==> config.mk <==
export PLATFORM = sky130hd
export DESIGN_NAME = dio_board
export DESIGN_NICKNAME = d
export VERILOG_FILES = /design/src/rtl/dio_pkg.sv /design/src/rtl/dio_board.sv /design/src/rtl/dio_sync.sv /design/src/rtl/dio_xcvr.sv
export SDC_FILE = /design/constraint.sdc
export NUM_CORES = 1
export LEC_CHECK = 0
export BUFFER_PORTS_ARGS = -buffer_cell sky130_fd_sc_hd__buf_2
export CORE_UTILIZATION = 38
export DETAILED_ROUTE_END_ITERATION = 7
export PLACE_DENSITY = 0.52
export SYNTH_ARGS = -nofsm -noshare
export SYNTH_HDL_FRONTEND = slang
export SYNTH_SLANG_ARGS = --single-unit
==> constraint.sdc <==
create_clock -name mclk -period 2.9 [get_ports mclk]
set_input_delay 0.58 -clock mclk [delete_from_list [all_inputs] [get_ports mclk]]
set_output_delay 0.58 -clock mclk [all_outputs]
set_load 0.05 [all_outputs]
==> src/rtl/dio_pkg.sv <==
// Purpose: shared constants and types for the dual parallel I/O board logic
// Assumes: APB register map chosen for this block, 40 MHz mclk
// Notes:   chip 0 owns ports 0 and 1, chip 1 owns ports 2 and 3
package dio_pkg;
    localparam int NCHIP = 2;
    localparam int NPORT = 4;
    localparam int NSRC  = 4;
    localparam int NVEC  = 10;
    localparam int VPC   = 5;
    localparam int SYNCW = 51;
    localparam int MCLK_HZ = 40_000_000;

    localparam logic [11:0] A_CTRL  = 12'h000;
    localparam logic [11:0] A_MODE  = 12'h004;
    localparam logic [11:0] A_STAT  = 12'h008;
    localparam logic [11:0] A_MASK  = 12'h00C;
    localparam logic [11:0] A_TPRE0 = 12'h010;
    localparam logic [11:0] A_TPRE1 = 12'h014;
    localparam logic [11:0] A_TMODE = 12'h018;
    localparam logic [11:0] A_JUMP  = 12'h01C;
    localparam logic [11:0] A_VEC0  = 12'h020;
    localparam logic [11:0] A_VECN  = 12'h044;

    localparam int B_XDIRA = 0;
    localparam int B_XDIRB = 1;
    localparam int B_TIEN  = 2;
    localparam int B_HSOUT = 3;
    localparam int CW      = 8;
    localparam int CHIP_OFF_BIT = 6;

    localparam int SRC_P0 = 0;
    localparam int SRC_P1 = 1;
    localparam int SRC_T0 = 2;
    localparam int SRC_T1 = 3;

    localparam logic [5:0]  AM_SUP    = 6'h2D;
    localparam logic [5:0]  AM_USR    = 6'h29;
    localparam logic [15:0] CTRL_RST  = 16'h0000;
    localparam logic [15:0] MODE_RST  = 16'h0000;
    localparam logic [3:0]  MASK_RST  = 4'h0;
    localparam logic [3:0]  TMODE_RST = 4'h0;
    localparam logic [23:0] TPRE_RST  = 24'hFFFFFF;
    localparam logic [7:0]  VEC_RST   = 8'h0F;

    typedef enum logic [1:0] {HS_INTERLOCK, HS_PULSE, HS_IRQIN, HS_GPIO} hs_mode_t;
    typedef enum logic [1:0] {TM_OFF, TM_PERIODIC, TM_ONESHOT, TM_SQUARE} tmr_mode_t;
endpackage

==> src/rtl/dio_board.sv <==
// Purpose: board logic around two parallel/timer chips: decode, interrupter, transceivers
// Assumes: APB register access, jumper and bus pins asynchronous to mclk
// Notes:   chip register space is 64 bytes per chip above the base
//
// Summary of operation
// - every port has its own 8-bit transceiver
// - port C bits steer each port transceiver
// - ports run mode 0 or 1, any submode
// - four handshake lines, four handshake uses
// - handshake line two direction from chip jumper
// - 24-bit timer: periodic, one-shot, square wave
// - timer uses enable, input and output lines
// - remaining port C lines are control only
// - six jumpers pick one of 64 1K bases
// - chip registers forwarded at fixed offsets
// - interrupt on jumper-selected level one to seven
// - four interrupt sources: two ports, two timers
// - five vectors per chip, ten per board
// - A16 odd-byte slave, status/ID interrupter
// - privilege jumper limits to supervisory cycles
//
// The APB register port and the register offsets were chosen for this implementation.
`timescale 1ns/100ps
module dio_board import dio_pkg::*; (
    input  wire logic        mclk,
    input  wire logic        resetn,
    input  wire logic [11:0] paddr,
    input  wire logic        psel,
    input  wire logic        penable,
    input  wire logic        pwrite,
    input  wire logic [31:0] pwdata,
    output logic      [31:0] prdata,
    output logic             pready,
    output logic             pslverr,
    output logic             intOut,
    input  wire logic [5:0]  baseAddrJumpers,
    input  wire logic [2:0]  irqLevelJumpers,
    input  wire logic        privilegeSelectJumper,
    input  wire logic        handshakeDirJumperOne,
    input  wire logic        handshakeDirJumperTwo,
    input  wire logic [15:1] vmeAddr,
    input  wire logic [5:0]  vmeAm,
    input  wire logic        vmeAsN,
    input  wire logic        vmeDs0N,
    input  wire logic        vmeIackN,
    input  wire logic        vmeIackInN,
    input  wire logic [3:0]  vmeBgInN,
    output logic      [7:1]  vmeIrqN,
    output logic             vmeIackOutN,
    output logic      [3:0]  vmeBgOutN,
    output logic      [7:0]  vectorOut,
    output logic             vectorOeN,
    output logic      [1:0]  chipSelN,
    output logic      [4:0]  regOffset,
    input  wire logic [1:0]  chipPortIrqN,
    input  wire logic [3:0]  chipPortVecSel,
    input  wire logic [1:0]  timerIn,
    output logic      [1:0]  timerOut,
    input  wire logic [1:0]  handshakeLineTwoIn,
    output logic      [1:0]  handshakeLineTwoOut,
    output logic      [1:0]  handshakeLineTwoOeN,
    input  wire logic [31:0] chipPortData,
    input  wire logic [31:0] fieldIn,
    output logic      [31:0] fieldOut,
    output logic      [31:0] fieldOeN,
    output logic      [31:0] toChipData
);
    typedef struct packed {
        logic [15:0]          ctrl;
        logic [15:0]          mode;
        logic [3:0]           stat;
        logic [3:0]           mask;
        logic [1:0][23:0]     tpre;
        logic [1:0][23:0]     tcnt;
        logic [3:0]           tmode;
        logic [1:0]           tout;
        logic [1:0]           tdone;
        logic [NVEC-1:0][7:0] vec;
        logic [31:0]          prdata;
        logic                 pready;
        logic                 pslverr;
        logic                 intOut;
        logic [7:1]           irqN;
        logic                 iackOutN;
        logic [3:0]           bgOutN;
        logic [7:0]           vecOut;
        logic                 vecOeN;
        logic [1:0]           csN;
        logic [4:0]           regOff;
        logic [1:0]           hsOut;
        logic [1:0]           hsOeN;
        logic [1:0]           hsPrev;
        logic [1:0]           pirqPrev;
    } board_t;
    board_t q, nxt;

    logic [SYNCW-1:0] syncIn, syncOut;
    logic [5:0]  sBase;
    logic [2:0]  sLvl;
    logic        sPriv;
    logic [1:0]  sHsJ;
    logic [15:1] sAddr;
    logic [5:0]  sAm;
    logic        sAsN, sDs0N, sIackN, sIackInN;
    logic [3:0]  sBgN;
    logic [1:0]  sPirqN;
    logic [3:0]  sVsel;
    logic [1:0]  sTin;
    logic [1:0]  sHsIn;

    assign syncIn = {baseAddrJumpers, irqLevelJumpers, privilegeSelectJumper, handshakeDirJumperTwo,
                     handshakeDirJumperOne, vmeAddr, vmeAm, vmeAsN, vmeDs0N, vmeIackN, vmeIackInN,
                     vmeBgInN, chipPortIrqN, chipPortVecSel, timerIn, handshakeLineTwoIn};
    assign {sBase, sLvl, sPriv, sHsJ, sAddr, sAm, sAsN, sDs0N, sIackN, sIackInN,
            sBgN, sPirqN, sVsel, sTin, sHsIn} = syncOut;

    dio_sync #(.W(SYNCW), .RSTV('1)) u_sync (
        .mclk   (mclk),
        .resetn (resetn),
        .d      (syncIn),
        .q      (syncOut)
    );

    genvar gp;
    generate
        for (gp = 0; gp < NPORT; gp++) begin : g_port
            dio_xcvr u_xcvr (
                .mclk     (mclk),
                .resetn   (resetn),
                .dirOut   (q.ctrl[(gp/2)*CW + (gp%2)]),
                .chipData (chipPortData[gp*8 +: 8]),
                .fieldIn  (fieldIn[gp*8 +: 8]),
                .fieldOut (fieldOut[gp*8 +: 8]),
                .fieldOeN (fieldOeN[gp*8 +: 8]),
                .toChip   (toChipData[gp*8 +: 8])
            );
        end
    endgenerate

    logic        amOk, hit, pending, ours;
    logic [3:0]  ev;
    logic [3:0]  w1c;
    logic        acc, wr;
    logic [1:0]  tRun, tZero;
    logic [3:0]  pend;
    logic [7:0]  vsel;
    logic [11:0] vIdx;

    always_comb begin
        nxt = q;
        ev  = 4'h0;
        w1c = 4'h0;
        // slave decode: short I/O only, odd byte only
        amOk = (sAm == AM_SUP) || (!sPriv && sAm == AM_USR);
        hit  = !sAsN && sIackN && !sDs0N && amOk && (sAddr[15:10] == ~sBase);
        for (int c = 0; c < NCHIP; c++) begin
            nxt.csN[c] = !(hit && (sAddr[CHIP_OFF_BIT] == c[0]));
        end
        nxt.regOff = sAddr[5:1];

        // handshake line two per chip
        for (int c = 0; c < NCHIP; c++) begin
            nxt.hsPrev[c]   = sHsIn[c];
            nxt.pirqPrev[c] = sPirqN[c];
            nxt.hsOeN[c]    = !sHsJ[c];
            if (q.pirqPrev[c] && !sPirqN[c]) begin
                ev[SRC_P0 + c] = 1'b1;
            end
            unique case (hs_mode_t'(q.mode[c*CW +: 2]))
                HS_INTERLOCK: nxt.hsOut[c] = !q.stat[SRC_P0 + c];
                HS_PULSE:     nxt.hsOut[c] = !(ev[SRC_P0 + c]);
                HS_IRQIN: begin
                    nxt.hsOut[c] = 1'b1;
                    if (!sHsJ[c] && q.hsPrev[c] && !sHsIn[c]) begin
                        ev[SRC_P0 + c] = 1'b1;
                    end
                end
                HS_GPIO:      nxt.hsOut[c] = q.ctrl[c*CW + B_HSOUT];
            endcase
        end

        // timers, gated by port C enable and timer input
        for (int c = 0; c < NCHIP; c++) begin
            tZero[c] = (q.tcnt[c] == 24'h000000);
            tRun[c]  = q.ctrl[c*CW + B_TIEN] && sTin[c] && !q.tdone[c] &&
                       (tmr_mode_t'(q.tmode[c*2 +: 2]) != TM_OFF);
            if (tRun[c]) begin
                if (tZero[c]) begin
                    nxt.tcnt[c] = q.tpre[c];
                    unique case (tmr_mode_t'(q.tmode[c*2 +: 2]))
                        TM_PERIODIC: ev[SRC_T0 + c] = 1'b1;
                        TM_ONESHOT: begin
                            ev[SRC_T0 + c] = 1'b1;
                            nxt.tdone[c]   = 1'b1;
                        end
                        TM_SQUARE:   nxt.tout[c] = !q.tout[c];
                        TM_OFF:      nxt.tout[c] = q.tout[c];
                    endcase
                end else begin
                    nxt.tcnt[c] = q.tcnt[c] - 24'h000001;
                end
            end
        end

        // register access: one wait state, commit on the edge that sees pready
        acc = psel && penable;
        wr  = acc && q.pready && pwrite;
        nxt.pready = acc && !q.pready;
        vIdx = (paddr - A_VEC0) >> 2;
        if (acc && !q.pready) begin
            nxt.pslverr = 1'b0;
            nxt.prdata  = 32'h00000000;
            unique case (paddr)
                A_CTRL:  nxt.prdata = {16'h0000, q.ctrl};
                A_MODE:  nxt.prdata = {16'h0000, q.mode};
                A_STAT:  nxt.prdata = {28'h0000000, q.stat};
                A_MASK:  nxt.prdata = {28'h0000000, q.mask};
                A_TPRE0: nxt.prdata = {8'h00, q.tpre[0]};
                A_TPRE1: nxt.prdata = {8'h00, q.tpre[1]};
                A_TMODE: nxt.prdata = {26'h0, q.tdone, q.tmode};
                A_JUMP:  nxt.prdata = {16'h0000, sHsIn, sHsJ, sPriv, sLvl, sBase, q.tout};
                default: begin
                    if (paddr >= A_VEC0 && paddr <= A_VECN && paddr[1:0] == 2'b00) begin
                        nxt.prdata = {24'h000000, q.vec[vIdx[3:0]]};
                    end else begin
                        nxt.pslverr = 1'b1;
                    end
                end
            endcase
        end
        if (wr) begin
            unique case (paddr)
                A_CTRL:  nxt.ctrl = pwdata[15:0];
                A_MODE:  nxt.mode = pwdata[15:0];
                A_STAT:  w1c = pwdata[3:0];
                A_MASK:  nxt.mask = pwdata[3:0];
                A_TPRE0: begin
                    nxt.tpre[0]  = pwdata[23:0];
                    nxt.tcnt[0]  = pwdata[23:0];
                    nxt.tdone[0] = 1'b0;
                end
                A_TPRE1: begin
                    nxt.tpre[1]  = pwdata[23:0];
                    nxt.tcnt[1]  = pwdata[23:0];
                    nxt.tdone[1] = 1'b0;
                end
                A_TMODE: nxt.tmode = pwdata[3:0];
                default: begin
                    if (paddr >= A_VEC0 && paddr <= A_VECN && paddr[1:0] == 2'b00) begin
                        nxt.vec[vIdx[3:0]] = pwdata[7:0];
                    end
                end
            endcase
        end

        // sticky status, set wins over clear
        nxt.stat   = (q.stat & ~w1c) | ev;
        nxt.intOut = |(nxt.stat & nxt.mask);
        pend    = q.stat & q.mask;
        pending = |pend;
        nxt.irqN = 7'h7F;
        for (int l = 1; l <= 7; l++) begin
            if (pending && sLvl == l[2:0]) begin
                nxt.irqN[l] = 1'b0;
            end
        end

        // acknowledge: supply vector of lowest-numbered pending source, else pass chain
        ours = pending && (sLvl != 3'h0) && (sAddr[3:1] == sLvl);
        nxt.iackOutN = ours ? 1'b1 : sIackInN;
        nxt.bgOutN   = sBgN;
        vsel = 8'h00;
        for (int s = NSRC - 1; s >= 0; s--) begin
            if (pend[s]) begin
                if (s >= SRC_T0) begin
                    vsel = 8'((s - SRC_T0) * VPC);
                end else begin
                    vsel = 8'(s * VPC + 1) + {6'h00, sVsel[s*2 +: 2]};
                end
            end
        end
        nxt.vecOeN = !(ours && !sAsN && !sIackN && !sIackInN && !sDs0N);
        nxt.vecOut = nxt.vecOeN ? 8'h00 : q.vec[vsel[3:0]];
    end

    always_ff @(posedge mclk or negedge resetn) begin
        if (!resetn) begin
            q          <= '0;
            q.ctrl     <= CTRL_RST;
            q.mode     <= MODE_RST;
            q.mask     <= MASK_RST;
            q.tmode    <= TMODE_RST;
            q.tpre     <= {2{TPRE_RST}};
            q.tcnt     <= {2{TPRE_RST}};
            q.vec      <= {NVEC{VEC_RST}};
            q.irqN     <= 7'h7F;
            q.iackOutN <= 1'b1;
            q.bgOutN   <= 4'hF;
            q.vecOeN   <= 1'b1;
            q.csN      <= 2'b11;
            q.hsOut    <= 2'b11;
            q.hsOeN    <= 2'b11;
            q.hsPrev   <= 2'b11;
            q.pirqPrev <= 2'b11;
        end else begin
            q <= nxt;
        end
    end

    assign prdata              = q.prdata;
    assign pready              = q.pready;
    assign pslverr             = q.pslverr;
    assign intOut              = q.intOut;
    assign vmeIrqN             = q.irqN;
    assign vmeIackOutN         = q.iackOutN;
    assign vmeBgOutN           = q.bgOutN;
    assign vectorOut           = q.vecOut;
    assign vectorOeN           = q.vecOeN;
    assign chipSelN            = q.csN;
    assign regOffset           = q.regOff;
    assign timerOut            = q.tout;
    assign handshakeLineTwoOut = q.hsOut;
    assign handshakeLineTwoOeN = q.hsOeN;
endmodule

==> src/rtl/dio_sync.sv <==
// Purpose: three-stage synchroniser, a bit changes once stages two and three agree
// Assumes: inputs asynchronous to mclk
// Notes:   stage one feeds stage two only
`timescale 1ns/100ps
module dio_sync #(
    parameter int             W    = 8,
    parameter logic [W-1:0]   RSTV = '1
) (
    input  wire logic         mclk,
    input  wire logic         resetn,
    input  wire logic [W-1:0] d,
    output logic      [W-1:0] q
);
    typedef struct packed {
        logic [W-1:0] s1;
        logic [W-1:0] s2;
        logic [W-1:0] s3;
        logic [W-1:0] q;
    } sync_t;
    sync_t st_ff, nxt_st;

    always_comb begin
        nxt_st    = st_ff;
        nxt_st.s1 = d;
        nxt_st.s2 = st_ff.s1;
        nxt_st.s3 = st_ff.s2;
        for (int i = 0; i < W; i++) begin
            if (st_ff.s2[i] == st_ff.s3[i]) begin
                nxt_st.q[i] = st_ff.s3[i];
            end
        end
    end

    always_ff @(posedge mclk or negedge resetn) begin
        if (!resetn) begin
            st_ff <= {4{RSTV}};
        end else begin
            st_ff <= nxt_st;
        end
    end
    assign q = st_ff.q;
endmodule

==> src/rtl/dio_xcvr.sv <==
// Purpose: one 8-bit bidirectional port transceiver
// Assumes: dirOut high drives the field side from the chip side
// Notes:   one direction for all eight lines
`timescale 1ns/100ps
module dio_xcvr (
    input  wire logic       mclk,
    input  wire logic       resetn,
    input  wire logic       dirOut,
    input  wire logic [7:0] chipData,
    input  wire logic [7:0] fieldIn,
    output logic      [7:0] fieldOut,
    output logic      [7:0] fieldOeN,
    output logic      [7:0] toChip
);
    typedef struct packed {
        logic [7:0] fout;
        logic [7:0] oeN;
        logic [7:0] tchip;
    } xcvr_t;
    xcvr_t      st_ff, nxt_st;
    logic [7:0] fieldSync;

    dio_sync #(.W(8), .RSTV(8'h00)) u_fsync (
        .mclk   (mclk),
        .resetn (resetn),
        .d      (fieldIn),
        .q      (fieldSync)
    );

    always_comb begin
        nxt_st       = st_ff;
        nxt_st.oeN   = {8{~dirOut}};
        nxt_st.fout  = dirOut ? chipData : 8'h00;
        nxt_st.tchip = dirOut ? chipData : fieldSync;
    end

    always_ff @(posedge mclk or negedge resetn) begin
        if (!resetn) begin
            st_ff <= '{fout: 8'h00, oeN: 8'hFF, tchip: 8'h00};
        end else begin
            st_ff <= nxt_st;
        end
    end
    assign fieldOut = st_ff.fout;
    assign fieldOeN = st_ff.oeN;
    assign toChip   = st_ff.tchip;
endmodule

# Yosys cells after proc, flatten, opt, wreduce, memory -nomap -nowiden
# Cells that the tools add are included.
[totals] ff_bits=692 word_cells=432 output_inout_bits=165 inputBits=164
[classes] n_bitwise=12 add_sub_neg=5 n_eq_ne=110 reduce_logical=86 n_mux=70 n_lt_le_gt_ge=5
[op_table] op="24-bit two-way mux" n=8
[op_table] op="24-bit case mux with 8 select lines" n=1
[op_table] op="80-bit two-way mux" n=2
[op_table] op="104-bit two-way mux" n=1
[op_table] op="8-bit two-way mux" n=13
[op_table] op="82-bit two-way mux" n=1
[op_table] op="80-bit bitwise mux" n=1
[op_table] op="1-bit == test" n=80
[op_table] op="8-bit binary-select mux with 4-bit select" n=2
[op_table] op="12-bit by 5-bit == test with 1-bit output (second input constant)" n=4
[op_table] op="24-bit logical NOT" n=2
[op_table] op="24-bit by 1-bit subtractor with 24-bit output (second input constant)" n=2
[op_table] op="1-bit logical AND" n=39
[op_table] op="8-bit demux with 4-bit select" n=1
[op_table] op="1-bit two-way mux" n=30
[op_table] op="4-bit two-way mux" n=7
[op_table] op="12-bit by 4-bit == test with 1-bit output (second input constant)" n=2
[op_table] op="1-bit logical NOT" n=23
[op_table] op="2-bit == test (second input constant)" n=8
[op_table] op="4-bit AND" n=3
[op_table] op="12-bit by 3-bit == test with 1-bit output (second input constant)" n=1
[op_table] op="3-bit == test (second input constant)" n=4
[op_table] op="6-bit == test (second input constant)" n=2
[op_table] op="12-bit by 6-bit >= comparator with 1-bit output (second input constant)" n=1
[op_table] op="28 further kinds" n=50

# Longest topological paths before layout
[depth] ltp_word=9 mapped_depth=9

# By module
# A second synthesis with hierarchy kept.
[unflattened] hier_cells=2158 area_unflattened_um2=27746.6
[modules_own_cells] mod="dio_board" cells_each=1488 instances=1 seq_area_each_um2=7380.8 area_each_um2=15028.2
[modules_own_cells] mod="dio_sync at u_sync" cells_each=306 instances=1 seq_area_each_um2=5360.1 area_each_um2=6317.3
[modules_own_cells] mod="dio_sync at g_port[0].u_xcvr.u_fsync ..." cells_each=48 instances=4 seq_area_each_um2=800.8 area_each_um2=950.9
[modules_own_cells] mod="dio_xcvr" cells_each=43 instances=4 seq_area_each_um2=426.7 area_each_um2=649.4

# Worst setup path before layout
# No wires, ideal clock.
[synth_path] kind="input port to flip-flop" start="input paddr[9]" end="register q (netlist bit intOut)" path_stages=6 path_buffers=0 arrival_ns=2.363 setup_slack_ns=0.413 path_cell_list="nor4_4 > nand4_2 > nor3_1 > mux2_2 > a22o_1 > a211o_1"
[synth_lines] element="start, declared" line="dio_board.sv:27" rtl="input wire logic [11:0] paddr,"
[synth_lines] element="end signal, assigned" line="dio_board.sv:306" rtl="q <= nxt;"
[synth_lines] element="end, declared" line="dio_board.sv:95" rtl="board_t q, nxt;"

==> qor.txt <==
Fin cells -> 3351
Die height -> 267 µm
Yosys reg bits -> 675
Int Power -> 16.3 mW
Synth-to-layout area growth -> 19.6%
Post-CTS Setup Bufs -> 0
Crit. End Element -> flip-flop
Register area -> 17300 µm²
Post-synthesis mux area share -> 8.90%
CP cell instances -> inv_1 -> ha_1 -> nor4bb_1 -> buf_4 -> nand3_1 -> or3_4 -> o21ai_1 -> a22o_1 -> a211o_1
Status -> finished clean
Initial Utilization -> 38.7%
Synth cell types -> 75
Global-route wire length before repair -> 106000 µm
Largest net degree at the start of global routing -> 109
Post-synth top area share -> 34.9%
LEAKAGE -> 14.1 nW
# setup viols final -> 0
Post-synthesis compound-gate area fraction -> 7.30%
I/O pin count -> 329
Combinational share of power -> 5.1%
Mapped Avg Cell Area -> 13.1 µm²
Total routed wirelength -> 68700 µm
DRC viols -> 0
Synth top area cells -> dfstp_2, dfrtp_1, mux2_2
Grt ovf -> 0
Antenna violations before repair -> 3
Post-synthesis sequential area ratio -> 64.9%
CP arrival -> 3.07 ns
Post-synthesis cell count -> 2046
Post-Synth Simple-Gate Area -> 10.3%
Origin of the critical flop-to-flop path -> q[156]$_DFFE_PN0P_
Dominant cell type by area after synthesis -> dfstp_2
CTS Root Cell -> clkbuf_16
Cell Pwr Density -> 664 nW/µm²
R2R cell count -> 9
Post-Synth XOR/XNOR Area -> 0.951%
TritonCTS clock tree -> done
H-tree depth -> 3
Worst Path Required -> 3.46 ns
Relative slew slack -> 33.7%
Max Clk Rate -> 399 MHz
Die ar. -> 71400 µm²
CTS Buffer Depth -> 3
Cts bufs inserted -> 77
Core area -> 69100 µm²
Vias -> 17000
Hold path endpoint -> u_sync.nxt_st[119]$_DFF_PN1_
Wire per inst -> 20.5 µm
Vias in the first global route -> 17600
Highest-delay cell along the critical path -> or3_4
Multi-input logic area -> 8280 µm²
Hold_sp -> vmeAsN
Setup Skew -> 0.0289 ns
Seq pwr share -> 47.8%
Final Cycle Share -> 86.3%
Reg2reg setup slack -> 0.40 ns
Number of port buffers -> 309
Min-delay worst type -> in -> reg
DRT Pass-1 Iters -> 6
Worst path max stage delay -> 0.54 ns
Clock period minus worst slack -> 2.50 ns
Crit path buffers/inverters -> 2
Sw Share -> 23.1%
Worst Max-Slew Pin Slew -> 0.995 ns
Die width -> 267 µm
Main combinational cell family by area after synthesis -> simple AND/OR/NAND/NOR gates
Post-synth EDFFs -> 0
Ratio of cells with drive above 1 in the final layout -> 43.9%
Inst Count DP -> 3203
Rows -> 96
Post-DP HPWL -> 48200 µm
Total track usage -> 19.6%
Final #Nets -> 2525
Drt initial violations -> 1305
Async SR Flop Fraction -> 100%
Crit-path max FO -> 13
NetSw -> 4.90 mW
Skew-Pair Late Insertion Delay -> 0.63 ns
Filler Cell Count -> 6227
FF-to-FF End -> intOut$_DFF_PN0_
Final hold vios -> 0
Clock transition at path regs -> 0.06 ns
Commonest non-fill, non-tap cell in the layout -> dfstp_2
Setup Total Neg Slack -> 0 ns
CP top delay family -> simple AND/OR/NAND/NOR gates
Peak supply drop -> 0.491 mV
Vias per inst -> 5.07
Clock power share -> 47.1%
Main synth FF type -> dfstp_2
Crit start category -> flip-flop
Crit Path Class -> reg -> reg
Detail Route Antenna Nets -> 0
RSZ-0062 raised after global routing -> no
Placer Congestion -> 0.863
Post-synthesis cell area -> 26700 µm²
Hold path depth -> 1
Clock Sinks -> 675
Yosys warnings -> 0
Commonest cells after routing, fill and taps aside -> dfstp_2, dfrtp_1, buf_2
Final max-slew violation count -> 0
# Max-Cap Violations -> 0
Fraction of the mapped netlist area in adder cells -> 3.42%
area by class of cell:
| cell class | count | share of cell area [%] |
|---|---|---|
| antenna | 4 | 0.0313 |
| clock buffer | 118 | 7.01 |
| clock inverter | 25 | 1.29 |
| inverter | 25 | 0.294 |
| multi-input combinational | 1175 | 25.9 |
| sequential | 675 | 54.2 |
| tap | 931 | 3.64 |
| timing repair buffer | 398 | 7.59 |
through the flow:
stage                     power, mW  setup WS (ns)  utilization [%]  area [µm²]  hold slack (ns)
after floorplan                10.8          0.413                -       26700            0.284
after global placement         11.4          0.199             42.4       29300            0.334
after global routing           22.1          0.146             46.3       32000          0.00311
final                          21.2          0.397             46.3       32000           0.0463
after CTS                      21.5          0.206             46.3       32000          0.00260
after detailed placement       11.4          0.196             42.4       29300            0.335
logic make-up (layout without fill, tap and decap cells):
| family | count (synthesis) | in the layout |
|---|---|---|
| flip-flops | 675 | 675 |
| adder cells (fa/ha/maj) | 89 | 89 |
| other | 1 | 12 |
| XOR/XNOR | 29 | 29 |
| AND/OR/NAND/NOR | 572 | 572 |
| multiplexers | 190 | 190 |
| AO/OA/AOI/OAI | 287 | 287 |
| buffers and inverters | 203 | 566 |
repair_timing:
item,CTS,global route
hold endpoints to repair,25,0
endpoints found under the setup margin,0,1
gates resized for setup,0,1
hold buffers,1,0
worst max-delay path by stage:
stage	endpoint	startpoint	cells after the start	slack [ns]
2_1_floorplan	intOut$_DFF_PN0_	paddr[9]	6	0.41
3_3_place_gp	intOut$_DFF_PN0_	paddr[5]	8	0.20
3_5_place_dp	intOut$_DFF_PN0_	paddr[5]	8	0.20
4_1_cts	intOut$_DFF_PN0_	q[156]$_DFFE_PN0P_	9	0.21
5_1_grt	q[177]$_DFF_PN1_	q[156]$_DFFE_PN0P_	9	0.15
6_report	intOut$_DFF_PN0_	q[156]$_DFFE_PN0P_	9	0.40
power by group through the flow:
stage	clock [mW]	sequential [mW]	combinational, mW
6_report	10.0	10.1	1.08
5_1_grt	10.7	10.2	1.17
4_1_cts	10.3	10.1	1.11
3_5_place_dp	0	10.3	1.10
3_3_place_gp	0	10.3	1.08
2_1_floorplan	0	10.4	0.407
metal layers:
layer  up-vias  track usage [%]  part of all wire, %
met2       530             31.2                   47
met4         0             7.13                  3.0
met3       119             3.94                  5.7
met1      8667             26.6                   44
li1       7673                -                    -
met5         -                0                    0
cell usage after synthesis (7+ instances only):
cell type,n
a211oi_1,17
a21o_1,34
a21oi_1,40
a221oi_1,10
a22oi_1,12
a31oi_1,25
and2_1,52
buf_2,20
buf_4,92
clkbuf_1,62
dfrtp_1,320
dfstp_2,355
ha_1,9
inv_1,20
maj3_1,80
mux2_2,131
mux2i_1,34
mux4_2,25
nand2_1,289
nand2b_1,8
nand3_1,23
nand4_1,12
nor2_1,71
nor2_2,9
nor2b_1,9
nor3_1,36
nor4_1,14
o211ai_1,11
o21a_1,9
o21ai_0,69
o221ai_1,7
o31ai_1,7
or3_1,9
xnor2_1,16
xor2_1,13
Note: power is estimated with default switching activity, not from simulation.
